`src/core/mfm_defines.svh`:
```
// named constants for the write precompensation encoder
`ifndef MFM_DEFINES_SVH
`define MFM_DEFINES_SVH
// ---------------------------------------------
// clocking
// ---------------------------------------------
`define MASTER_HZ 10000000
`define CLK_NS 100
`define STAGE_NS 15
`define STAGE_CYC (((`STAGE_NS + `CLK_NS - 1) / `CLK_NS) < 1 ? 1 : \
   ((`STAGE_NS + `CLK_NS - 1) / `CLK_NS))
`define DLY_LEN (2 * `STAGE_CYC)
// ---------------------------------------------
// shift register taps
// ---------------------------------------------
`define TAPS 5
`define TAP_NEXT2 0
`define TAP_NEXT1 1
`define TAP_CUR 2
`define TAP_PRIOR1 3
`define TAP_PRIOR2 4
// ---------------------------------------------
// buffering, filters and timers
// ---------------------------------------------
`define FIFO_DEPTH 16
`define TZ_STABLE 8
`define TZ_W 4
`define SILENCE_MS 10
`define SECTOR_US 2
`define SECTOR_CYC (`SECTOR_US * (`MASTER_HZ / 1000000))
`define SECT_W 5
`define SIL_W 17
`define HEADS 4
`define HEAD_RST 4'h1
`endif

```
`src/core/mfm_pkg.sv`:
```
// types shared by the write encoder design
`include "mfm_defines.svh"
package mfm_pkg;
   typedef logic [`HEADS-1:0] head_sel_t;
   typedef enum logic [1:0] {
      PC_EARLY = 2'b00,
      PC_NOMINAL = 2'b01,
      PC_LATE = 2'b10
   } precomp_t;
   typedef enum logic [1:0] {
      SD_LISTEN = 2'b00,
      SD_FIRE = 2'b01,
      SD_HOLD = 2'b10
   } sector_state_t;
endpackage

```
`src/core/fifo_if.sv`:
```
// handshake bundle between the write path and its bit buffer
`timescale 1ns/1ns
interface fifo_if #(parameter int W = 1);
   logic push_valid;
   logic push_ready;
   logic [W-1:0] push_data;
   logic pop_valid;
   logic pop_ready;
   logic [W-1:0] pop_data;
   modport fifo (input push_valid, push_data, pop_ready,
                 output push_ready, pop_valid, pop_data);
   modport user (output push_valid, push_data, pop_ready,
                 input push_ready, pop_valid, pop_data);
endinterface

```
`src/core/bit_fifo.sv`:
```
// synchronous fifo with registered full and empty flags
`timescale 1ns/1ns
module bit_fifo #(
   parameter int WIDTH = 1,
   parameter int DEPTH = 16
) (
   input wire logic clk_i, // master clock
   input wire logic rst_i, // synchronous reset
   fifo_if.fifo f // push and pop sides
);
   localparam int AW = $clog2(DEPTH);
   localparam int CW = $clog2(DEPTH + 1);
   logic [WIDTH-1:0] mem [DEPTH];
   logic [AW-1:0] wr_ptr_r;
   logic [AW-1:0] rd_ptr_r;
   logic [CW-1:0] count_r;
   logic [CW-1:0] count_nxt;
   logic ready_r;
   logic valid_r;
   logic push;
   logic pop;

   // handshake qualifiers
   assign push = f.push_valid && ready_r;
   assign pop = f.pop_ready && valid_r;
   assign count_nxt = count_r + CW'(push) - CW'(pop);
   assign f.push_ready = ready_r;
   assign f.pop_valid = valid_r;
   assign f.pop_data = mem[rd_ptr_r];

   // storage, written only when space is free
   always_ff @(posedge clk_i) begin
      if (push) begin
         mem[wr_ptr_r] <= f.push_data;
      end
   end

   // pointers, occupancy and flags
   always_ff @(posedge clk_i) begin
      if (rst_i) begin
         wr_ptr_r <= '0;
         rd_ptr_r <= '0;
         count_r <= '0;
         ready_r <= 1'b1;
         valid_r <= 1'b0;
      end else begin
         if (push) begin
            wr_ptr_r <= wr_ptr_r + 1'b1;
         end
         if (pop) begin
            rd_ptr_r <= rd_ptr_r + 1'b1;
         end
         count_r <= count_nxt;
         ready_r <= count_nxt != CW'(DEPTH);
         valid_r <= count_nxt != '0;
      end
   end
endmodule

```
`src/core/mfm_write_precomp_encoder.sv`:
```
// mfm write encoder with precompensation, head select and sector watch
`timescale 1ns/1ns
`include "mfm_defines.svh"
// How it works
// - bit clock is master clock halved
// - master clock times precomp output stage
// - write data shifts through stages per bit
// - five taps: two prior, current, two next
// - encoder makes mfm pulses from neighbours
// - each pulse gets early, nominal or late
// - early undelayed, nominal one, late two stages
// - no precomp means nominal path always
// - at most one select active at once
// - pulse leading edge toggles current direction
// - clamp low holds direction flop reset
// - zero strings still give bit rate transitions
// - gate high kills all write current
// - supply fail inhibits any write
// - two bit code picks one of four
// - exactly one head, shared read and write
// - bit clock syncs read oscillator while writing
// - track zero input is noise filtered
// - read silence 10 ms gives sector pulse
// - recovered data and clock returned
module mfm_write_precomp_encoder #(
   parameter int SILENCE_CYCLES = `SILENCE_MS * (`MASTER_HZ / 1000)
) (
   input wire logic clk_i, // 10 MHz master clock
   input wire logic rst_i, // synchronous reset, high
   input wire logic serial_write_input_i, // nrz write bit
   input wire logic serial_valid_i, // write bit offered
   output logic serial_ready_o, // buffer has room
   input wire logic write_gate_n_i, // low to write
   input wire logic supply_good_i, // power good
   input wire logic inner_track_low_current_i, // inner track request
   input wire logic sector_clamp_n_i, // low clamps direction flop
   input wire logic head_code_low_i, // head code bit 0
   input wire logic head_code_high_i, // head code bit 1
   input wire logic track_zero_i, // raw track zero sensor
   input wire logic read_pulse_i, // digitized read pulse
   input wire logic read_data_i, // recovered nrz data
   input wire logic read_clock_i, // recovered clock
   output logic bit_shift_clock_o, // 5 MHz bit clock
   output logic vco_sync_o, // oscillator sync while writing
   output logic early_select_o, // early path active
   output logic nominal_select_o, // on-time path active
   output logic late_select_o, // late path active
   output logic final_write_pulse_o, // compensated write pulse
   output logic head_current_dir_o, // write current direction
   output logic write_current_en_o, // write current on
   output logic reduced_current_o, // reduced write current
   output mfm_pkg::head_sel_t head_select_o, // one-hot head
   output logic track_zero_o, // filtered track zero
   output logic sector_pulse_o, // sector mark found
   output logic read_data_o, // nrz data to controller
   output logic read_clock_o // clock to controller
);
   import mfm_pkg::*;

   // ---------------------------------------------
   // declarations
   // ---------------------------------------------
   fifo_if #(.W(1)) buf_if ();
   logic phase_r;
   logic bit_en;
   logic write_active;
   logic [`TAPS-1:0] taps_r;
   logic want_clock;
   logic want_data;
   logic want_pulse;
   precomp_t sel_nxt;
   logic raw_r;
   precomp_t raw_sel_r;
   logic [`DLY_LEN-1:0] pulse_dly_r;
   logic [`DLY_LEN-1:0] nom_dly_r;
   logic [`DLY_LEN-1:0] late_dly_r;
   logic final_nxt;
   logic [1:0] head_code;
   head_sel_t head_hot;
   logic [`TZ_W-1:0] tz_cnt_r;
   logic tz_sample_r;
   sector_state_t sd_state_r;
   logic [`SIL_W-1:0] silence_cnt_r;
   logic [`SECT_W-1:0] sect_cnt_r;

   // ---------------------------------------------
   // bit clock divider
   // ---------------------------------------------
   // master clock halved into a one-cycle bit enable
   always_ff @(posedge clk_i) begin
      if (rst_i) begin
         phase_r <= 1'b0;
      end else begin
         phase_r <= ~phase_r;
      end
   end
   assign bit_en = ~phase_r;
   assign write_active = ~write_gate_n_i & supply_good_i;

   // visible bit clock and oscillator sync
   always_ff @(posedge clk_i) begin
      if (rst_i) begin
         bit_shift_clock_o <= 1'b0;
         vco_sync_o <= 1'b0;
      end else begin
         bit_shift_clock_o <= ~phase_r;
         vco_sync_o <= ~phase_r & write_active;
      end
   end

   // ---------------------------------------------
   // write bit buffer
   // ---------------------------------------------
   // buffer drains only while writing, so the source can be stalled
   assign buf_if.push_valid = serial_valid_i;
   assign buf_if.push_data = serial_write_input_i;
   assign buf_if.pop_ready = bit_en & write_active;
   assign serial_ready_o = buf_if.push_ready;

   bit_fifo #(
      .WIDTH(1),
      .DEPTH(`FIFO_DEPTH)
   ) u_fifo (
      .clk_i(clk_i),
      .rst_i(rst_i),
      .f(buf_if)
   );

   // ---------------------------------------------
   // neighbourhood shift register
   // ---------------------------------------------
   // newest bit enters the next-two tap; an empty buffer shifts zeros
   always_ff @(posedge clk_i) begin
      if (rst_i) begin
         taps_r <= '0;
      end else if (bit_en && write_active) begin
         taps_r <= {taps_r[`TAPS-2:0], buf_if.pop_valid & buf_if.pop_data[0]};
      end
   end

   // ---------------------------------------------
   // mfm encoder and precomp decision
   // ---------------------------------------------
   // boundary pulse on phase 1, data pulse on phase 0 of a cell
   always_comb begin
      want_data = taps_r[`TAP_CUR];
      want_clock = ~taps_r[`TAP_CUR] & ~taps_r[`TAP_PRIOR1];
      want_pulse = phase_r ? want_clock : want_data;
      sel_nxt = PC_NOMINAL;
      if (inner_track_low_current_i) begin
         if (phase_r) begin
            if (taps_r[`TAP_PRIOR2] && !taps_r[`TAP_NEXT1]) begin
               sel_nxt = PC_LATE;
            end else if (!taps_r[`TAP_PRIOR2] && taps_r[`TAP_NEXT1]) begin
               sel_nxt = PC_EARLY;
            end
         end else begin
            if (taps_r[`TAP_PRIOR1] && !taps_r[`TAP_NEXT1]) begin
               sel_nxt = PC_LATE;
            end else if (!taps_r[`TAP_PRIOR1] && taps_r[`TAP_NEXT1]) begin
               sel_nxt = PC_EARLY;
            end
         end
      end
   end

   // uncompensated pulse with its chosen path
   always_ff @(posedge clk_i) begin
      if (rst_i) begin
         raw_r <= 1'b0;
         raw_sel_r <= PC_NOMINAL;
      end else begin
         raw_r <= want_pulse & write_active;
         raw_sel_r <= sel_nxt;
      end
   end

   // ---------------------------------------------
   // precompensation delay stages
   // ---------------------------------------------
   // each stage is one master clock; selects travel with their pulse
   always_ff @(posedge clk_i) begin
      if (rst_i) begin
         pulse_dly_r <= '0;
         nom_dly_r <= '0;
         late_dly_r <= '0;
      end else begin
         pulse_dly_r <= {pulse_dly_r[`DLY_LEN-2:0], raw_r};
         nom_dly_r <= {nom_dly_r[`DLY_LEN-2:0], raw_r && raw_sel_r == PC_NOMINAL};
         late_dly_r <= {late_dly_r[`DLY_LEN-2:0], raw_r && raw_sel_r == PC_LATE};
      end
   end

   // one path gates its tap onto the write-pulse line
   assign final_nxt = write_active &
      ((raw_r && raw_sel_r == PC_EARLY) |
       (pulse_dly_r[`STAGE_CYC-1] & nom_dly_r[`STAGE_CYC-1]) |
       (pulse_dly_r[`DLY_LEN-1] & late_dly_r[`DLY_LEN-1]));

   // final pulse and the path that produced it
   always_ff @(posedge clk_i) begin
      if (rst_i) begin
         final_write_pulse_o <= 1'b0;
         early_select_o <= 1'b0;
         nominal_select_o <= 1'b0;
         late_select_o <= 1'b0;
      end else begin
         final_write_pulse_o <= final_nxt;
         early_select_o <= final_nxt & raw_r & (raw_sel_r == PC_EARLY);
         nominal_select_o <= final_nxt & nom_dly_r[`STAGE_CYC-1] & ~(raw_r &
            (raw_sel_r == PC_EARLY));
         late_select_o <= final_nxt & late_dly_r[`DLY_LEN-1] & ~(raw_r &
            (raw_sel_r == PC_EARLY)) & ~nom_dly_r[`STAGE_CYC-1];
      end
   end

   // ---------------------------------------------
   // write current control
   // ---------------------------------------------
   // leading edge toggles direction; the clamp wins over a pulse
   always_ff @(posedge clk_i) begin
      if (rst_i) begin
         head_current_dir_o <= 1'b0;
      end else if (!sector_clamp_n_i) begin
         head_current_dir_o <= 1'b0;
      end else if (final_nxt && !final_write_pulse_o) begin
         head_current_dir_o <= ~head_current_dir_o;
      end
   end

   // current enable and reduced-current level
   always_ff @(posedge clk_i) begin
      if (rst_i) begin
         write_current_en_o <= 1'b0;
         reduced_current_o <= 1'b0;
      end else begin
         write_current_en_o <= write_active;
         reduced_current_o <= write_active & inner_track_low_current_i;
      end
   end

   // ---------------------------------------------
   // head selection
   // ---------------------------------------------
   // one-hot decode, same head for reading and writing
   assign head_code = {head_code_high_i, head_code_low_i};
   generate
      for (genvar h = 0; h < `HEADS; h++) begin : g_head
         assign head_hot[h] = head_code == 2'(h);
      end
   endgenerate

   // one register for the whole select, so no bit has two writers
   always_ff @(posedge clk_i) begin
      if (rst_i) begin
         head_select_o <= `HEAD_RST;
      end else begin
         head_select_o <= head_hot;
      end
   end

   // ---------------------------------------------
   // track zero filter
   // ---------------------------------------------
   // output latches only after a run of equal samples
   always_ff @(posedge clk_i) begin
      if (rst_i) begin
         tz_sample_r <= 1'b0;
         tz_cnt_r <= '0;
         track_zero_o <= 1'b0;
      end else begin
         tz_sample_r <= track_zero_i;
         if (track_zero_i != tz_sample_r) begin
            tz_cnt_r <= '0;
         end else if (tz_cnt_r != `TZ_W'(`TZ_STABLE - 1)) begin
            tz_cnt_r <= tz_cnt_r + 1'b1;
         end else begin
            track_zero_o <= tz_sample_r;
         end
      end
   end

   // ---------------------------------------------
   // read side
   // ---------------------------------------------
   // recovered data and clock returned to the controller
   always_ff @(posedge clk_i) begin
      if (rst_i) begin
         read_data_o <= 1'b0;
         read_clock_o <= 1'b0;
      end else begin
         read_data_o <= read_data_i;
         read_clock_o <= read_clock_i;
      end
   end

   // sector mark watch, no new pulse starts while writing
   always_ff @(posedge clk_i) begin
      if (rst_i) begin
         sd_state_r <= SD_LISTEN;
         silence_cnt_r <= '0;
         sect_cnt_r <= '0;
         sector_pulse_o <= 1'b0;
      end else begin
         unique case (sd_state_r)
            SD_LISTEN: begin
               sector_pulse_o <= 1'b0;
               if (read_pulse_i || write_active) begin
                  silence_cnt_r <= '0;
               end else if (silence_cnt_r == `SIL_W'(SILENCE_CYCLES - 1)) begin
                  silence_cnt_r <= '0;
                  sect_cnt_r <= '0;
                  sector_pulse_o <= 1'b1;
                  sd_state_r <= SD_FIRE;
               end else begin
                  silence_cnt_r <= silence_cnt_r + 1'b1;
               end
            end
            SD_FIRE: begin
               if (sect_cnt_r == `SECT_W'(`SECTOR_CYC - 1)) begin
                  sector_pulse_o <= 1'b0;
                  sd_state_r <= SD_HOLD;
               end else begin
                  sect_cnt_r <= sect_cnt_r + 1'b1;
               end
            end
            SD_HOLD: begin
               if (read_pulse_i || write_active) begin
                  sd_state_r <= SD_LISTEN;
               end
            end
            default: begin
               sector_pulse_o <= 1'b0;
               sd_state_r <= SD_LISTEN;
            end
         endcase
      end
   end
endmodule

```
`config.mk`:
```
export PLATFORM = sky130hd
export DESIGN_NAME = mfm_write_precomp_encoder
export DESIGN_NICKNAME = d
export VERILOG_FILES = /design/src/core/mfm_pkg.sv /design/src/core/fifo_if.sv /design/src/core/bit_fifo.sv /design/src/core/mfm_write_precomp_encoder.sv
export VERILOG_INCLUDE_DIRS = /design/src /design/src/core
export SDC_FILE = /design/constraint.sdc
export NUM_CORES = 1
export LEC_CHECK = 0
export BUFFER_PORTS_ARGS = -buffer_cell sky130_fd_sc_hd__buf_2
export CAP_MARGIN = 20
export CORE_AREA = 2 2 83 85
export CTS_CLUSTER_DIAMETER = 100
export CTS_CLUSTER_SIZE = 20
export DETAILED_ROUTE_END_ITERATION = 8
export DIE_AREA = 0 0 85 87
export HOLD_SLACK_MARGIN = 0.12
export PLACE_DENSITY_LB_ADDON = 0.3
export SYNTH_ARGS = -nofsm -noshare
export SYNTH_HDL_FRONTEND = slang
export SYNTH_HIERARCHICAL = 1
export SYNTH_SLANG_ARGS = --single-unit
export TNS_END_PERCENT = 50
```
`constraint.sdc`:
```
create_clock -name clk_i -period 4.03 [get_ports clk_i]
set_input_delay 0.2015 -clock clk_i [delete_from_list [all_inputs] [get_ports clk_i]]
set_output_delay 0.2015 -clock clk_i [all_outputs]
set_load 0.01 [all_outputs]
```
### Word-level counts from Yosys, hierarchy flattened

Memories as Yosys holds them, arrays and structs flattened. A register that Yosys moved wholly into a read port is not among the register bits.
Index checks and enable logic that the tools add are counted.

* reduce and logical (&&, ||, !) cells: 28
* add/subtract/negate cells: 7
* equal/unequal tests: 17
* mux-type cells: 25
* bitwise gates (word level): 31

Operator list (number)
* $mux 17: 2
* $add 17x1->17 const B: 1
* $and 1x1->1: 17
* $eq 17x17->1 const B: 1
* $mux 5: 3
* $mux 2: 7
* $add 4x1->4 const B: 3
* $not 1->1: 12
* $logic_and 1x1->1: 11
* $ne 2x2->1 const B: 5
* $pmux 5 s2: 1
* $eq 2x2->1 const B: 4
* $mux 1: 8
* $mux 4: 2
* $reduce_and 4->1: 2
* $eq 2x1->1 const B: 3
* $logic_not 2->1: 3
* $pmux 2 s3: 1
* $reduce_or 2->1: 3
* $add 5x1->5: 1
* $add 5x1->5 const B: 1
* $eq 5x5->1 const B: 1
* $ne 5x5->1 const B: 1
* $reduce_bool 5->1: 1
* other kinds (9): 14

* memory bits (writable): 16
* output and inout port bits: 18
* word-level logic and storage cells: 139
* register bits after elaboration: 74
* memories kept: 1

Memory list
* u_fifo.mem: depth 16, bits a word 1, read ports 1, clocked after Yosys merged registers in 1, wr ports 1, line bit_fifo.sv:13 `logic [WIDTH-1:0] mem [DEPTH];`

### Longest topological paths before layout

* depth after elaboration: 8
* depth in mapped cells: 12
* mapped depth without buffers: 12

### Modules after synthesis

The synthesis kept the hierarchy.

Modules (own cells, without submodules)
* mfm_write_precomp_encoder: seq. area each 1181.1 um^2, instances 1, cells each 255, area an instance 2428.6 um^2
* bit_fifo: seq. area each 860.8 um^2, instances 1, cells each 137, area an instance 1549.0 um^2

### Worst setup path after synthesis

Ideal clock, no wire load.

* path kind: in2reg
* from: in write_gate_n_i
* to: reg u_fifo.valid_r (netlist: u_fifo/f.pop_valid)
* slack: 1.767 ns
* arrival: 2.124 ns
* cell stages on the path: 11
* path buffers: 0
* path through: nand2b_1 -> nor2_1 -> nand3_1 -> nand2_1 -> ha_1 -> inv_1 -> fa_1 -> nand2b_1 -> a21oi_1 -> xnor2_1 -> a41oi_1

* cells in the longest elaborated chain, start to end: 6

Ends and longest elaborated chain
* start: declaration: line mfm_write_precomp_encoder.sv:33 `input wire logic write_gate_n_i,`
* $not 1->1: line mfm_write_precomp_encoder.sv:98 `assign write_active = ~write_gate_n_i & supply_good_i;`
* $and 1x1->1: line mfm_write_precomp_encoder.sv:98
* $and 1x1->1: line mfm_write_precomp_encoder.sv:117 `assign buf_if.pop_ready = bit_en & write_active;`
* named net buf_if.pop_ready: line fifo_if.sv:8 `logic pop_ready;`
* $logic_and 1x1->1: line bit_fifo.sv:25 `assign pop = f.pop_ready && valid_r;`
* $sub 5x1->5: line bit_fifo.sv:26 `assign count_nxt = count_r + CW'(push) - CW'(pop);`
* $reduce_bool 5->1: line bit_fifo.sv:55 `valid_r <= count_nxt != '0;`
* end signal: assignment: line bit_fifo.sv:45 `valid_r <= 1'b0;`
* end signal: assignment: line bit_fifo.sv:55
* end: declaration: line bit_fifo.sv:19 `logic valid_r;`

The timed path passes the listed nets, and every way through them passes these cells.
A chain may end at the register's enable or synchronous reset.

==> results.sh <==
export IMPL_status="completed"
export IMPL_hp_class="in2reg"
export IMPL_synthToLayoutAreaGrowth_pct=12.65
export IMPL_hold_buffers=8
export IMPL_ys_warn_count=6
export IMPL_clockBufferDepth=2
export IMPL_crit_path_max_incr_delay_ns=0.48
export IMPL_cts_made_buffers=9
export IMPL_syn_num_nets=421
export IMPL_drtAntennaViolNets=0
export IMPL_fin_worst_skew_ns=0.007993
export IMPL_cap_violations=0
export IMPL_synth_area_leaders="dfxtp_1 39%, edfxtp_1 12%, nor2_1 5.7%"
export IMPL_die_w_um=85
export IMPL_die_h_um=87
export IMPL_drive_gt1_share_pct=12.84
export IMPL_drt_iter0_drc=77
export IMPL_slew_viol_final=0
export IMPL_routed_wl_um=6901
export IMPL_p_per_area_mw_per_mm2=450.6
export IMPL_gp_congestion=0.7779
export IMPL_yosysTopAreaCell="dfxtp_1"
export IMPL_p_total_mw=2.019
export IMPL_via_count=2823
export IMPL_cp_arrival_ns=2.85
export IMPL_rsz0062_at_grt="false"
export IMPL_h_tree_depth=3
export IMPL_period_share_pct=66.05
export IMPL_hpwl_um=4687
export IMPL_routedWlPerCell_um=13.37
export IMPL_rows=30
export IMPL_nNetsFinal=460
export IMPL_setup_violations=0
export IMPL_syn_area_mm2=0.003978
export IMPL_grt_first_pass_wirelength_um=11430
export IMPL_synth_edf_count=16
export IMPL_die_area_mm2=0.007395
export IMPL_seq_area_mm2=0.002042
export IMPL_critPathKind="reg2reg"
export IMPL_core_area_mm2=0.006569
export IMPL_cts_setup_buffers=0
export IMPL_required_ns=4.22
export IMPL_synthCells=392
export IMPL_start_util_pct=60.55
export IMPL_report_final_hold_viol_count=0
export IMPL_startpoint_type="flip-flop"
export IMPL_avgViaCountPerCell=5.471
export IMPL_crit_buf_inv=1
export IMPL_clkTransAtPathRegs_ns=0.09
export IMPL_grt_total_usage_pct=19.48
export IMPL_peakVddDrop_mv=0.3398
export IMPL_ys_seq_area_share_pct=51.34
export IMPL_synth_distinct_cells=55
export IMPL_cts_root_buf="clkbuf_8"
export IMPL_cts_resized_gates=0
export IMPL_clock_sinks=94
export IMPL_path_delay_family="simple AND/OR/NAND/NOR gates"
export IMPL_synth_flop_cell="dfxtp_1"
export IMPL_worst_slew_pin_transition_ns=0.8850
export IMPL_final_util_pct=68.21
export IMPL_cpMaxStageDelayCell="nor2_1"
export IMPL_final_cells=516
export IMPL_drc=0
export IMPL_clkLatencyLatePin_ns=0.36
export IMPL_drt_pre_antenna_iters=4
export IMPL_syn_avg_cell_area_um2=10.15
export IMPL_slew_limit_headroom_pct=41.00
export IMPL_min_period_ns=2.662
export IMPL_portBuffers=31
export IMPL_synth_seq_cells=94
export IMPL_dp_cells=492
export IMPL_grt_max_degree=54
export IMPL_critPathMaxFanout=12
export IMPL_grt_ovfl_total=0
export IMPL_cts_tree="built"
export IMPL_async_flop_share_pct=0
export IMPL_tns_ns=0
export IMPL_postLayoutCellArea_mm2=0.004481
export IMPL_power_leakage_nw=1.656
export IMPL_grt_pass1_vias=2580
export IMPL_fill_cells=484
export IMPL_antenna_cells=0
export IMPL_crit_path_end_kind="flip-flop"
export IMPL_multi_input_area_mm2=0.001829
export IMPL_path_cells="nor2_1 -> nand3_1 -> nand2_1 -> ha_1 -> inv_1 -> fa_1 -> nand2b_1 -> a21oi_1 -> xnor2_1 -> a41oi_1"
export IMPL_placed_area_mm2=0.004183
export IMPL_synth_top_area_share_pct=39.26
export IMPL_clock_fmax_ghz=0.3757
export IMPL_pin_count=32
export IMPL_antenna_found_initial=0
==> path summary, 6_finish.rpt <==
path,startpoint,endpoint,slack [ns],cells after the start
min reg2reg,late_dly_r[0],late_dly_r[1],0.45,1
max,bit_shift_clock_o,u_fifo/f.pop_valid,1.37,10
max reg2reg,bit_shift_clock_o,u_fifo/f.pop_valid,1.37,10
min,serial_valid_i,u_fifo/wr_ptr_r[1],0.18,4
==> area by class of cell <==
type                    count  area share (%)
flip-flops and latches     94           45.57
multi-input cells         272           40.83
repair buffers             39           5.250
clock buffers              11           3.407
well taps                  80           2.234
clock inverters             5           1.452
inverters                  15           1.257
==> metal layers <==
| layer | vias to the layer above | wire length, um | GRT usage, % |
|---|---|---|---|
| met5 | - | 0 | 0 |
| met4 | 0 | 133 | 7.359 |
| met3 | 14 | 244 | 5.877 |
| met2 | 50 | 3394 | 33.17 |
| met1 | 1310 | 3129 | 23.33 |
| li1 | 1449 | - | - |
==> tightest hold or removal path, delay by kind of cell <==
family / cells / cell delay, ns
AND/OR/NAND/NOR: 2 / 0.14
AO/OA/AOI/OAI: 1 / 0.06
buffers and inverters: 1 / 0.08
==> metrics by stage <==
stage | hold slack [ns] | worst slack, ns
6_report | 0.1796 | 1.368
5_1_grt | 0.1948 | 1.077
4_1_cts | 0.1673 | 1.372
3_5_place_dp | 0.4132 | 1.283
3_3_place_gp | 0.4034 | 1.412
2_1_floorplan | 0.2776 | 1.767
==> synthesized netlist by cell type, types with 6 or more instances <==
master / number
dfxtp_1: 78
nor2_1: 60
nand2_1: 25
a21oi_1: 20
edfxtp_1: 16
nand3_1: 16
xnor2_1: 16
inv_1: 15
ha_1: 14
xor2_1: 11
o21ai_0: 10
clkbuf_1: 9
nor2b_1: 9
nor3_1: 9
nand2b_1: 7
nand4_1: 7
nor3b_1: 6
==> flip-flops by register name, summed over array words and instances (netlist names), 4 cells and up, named ones only <==
signal and flops:
u_fifo/count_r 5, sect_cnt_r 5, u_fifo/wr_ptr_r 4, tz_cnt_r 4
taps_r 5, u_fifo/rd_ptr_r 4, u_fifo/mem 16, silence_cnt_r 17
head_select_o 4
==> logic make-up after synthesis <==
logic type      synth area share [%]
xor+xnor                       5.945
fa+ha+maj                      4.907
mux                            4.215
flops                          51.34
compound gates                 7.487
buf+inv                        2.673
simple gates                   23.44
==> power by group <==
group	total [mW]	internal, mW	switching (mW)
clock network	0.657	0.331	0.326
registers	1.05	1.01	0.0413
logic	0.316	0.141	0.174
total	2.02	1.48	0.541
==> layout by cell type (no fill, tap or decap), types with 2 or more instances in the layout <==
cell	netlist	layout
a21oi_1	20	20
ha_1	14	14
dfxtp_1	78	78
a21o_1	2	2
nor4bb_1	3	3
xnor2_1	16	16
nor4_1	5	5
mux4_1	4	4
and3b_1	3	3
clkbuf_8	0	9
xor2_1	11	11
and2_1	2	2
dlygate4sd3_1	0	8
nand2b_1	7	7
nor3_1	9	9
nor2b_1	9	9
inv_1	15	15
o211ai_1	3	3
nand4_1	7	7
clkinv_4	0	2
a31oi_1	3	3
o21ai_0	10	10
nor2_1	60	60
nand3_1	16	16
nand3b_1	5	5
nand4bb_1	2	2
buf_2	0	31
nor3b_1	6	6
edfxtp_1	16	16
nand2_1	25	25
mux2i_1	4	4
inv_6	0	2
or3_1	2	2
Power figures use the tool's default switching activity.
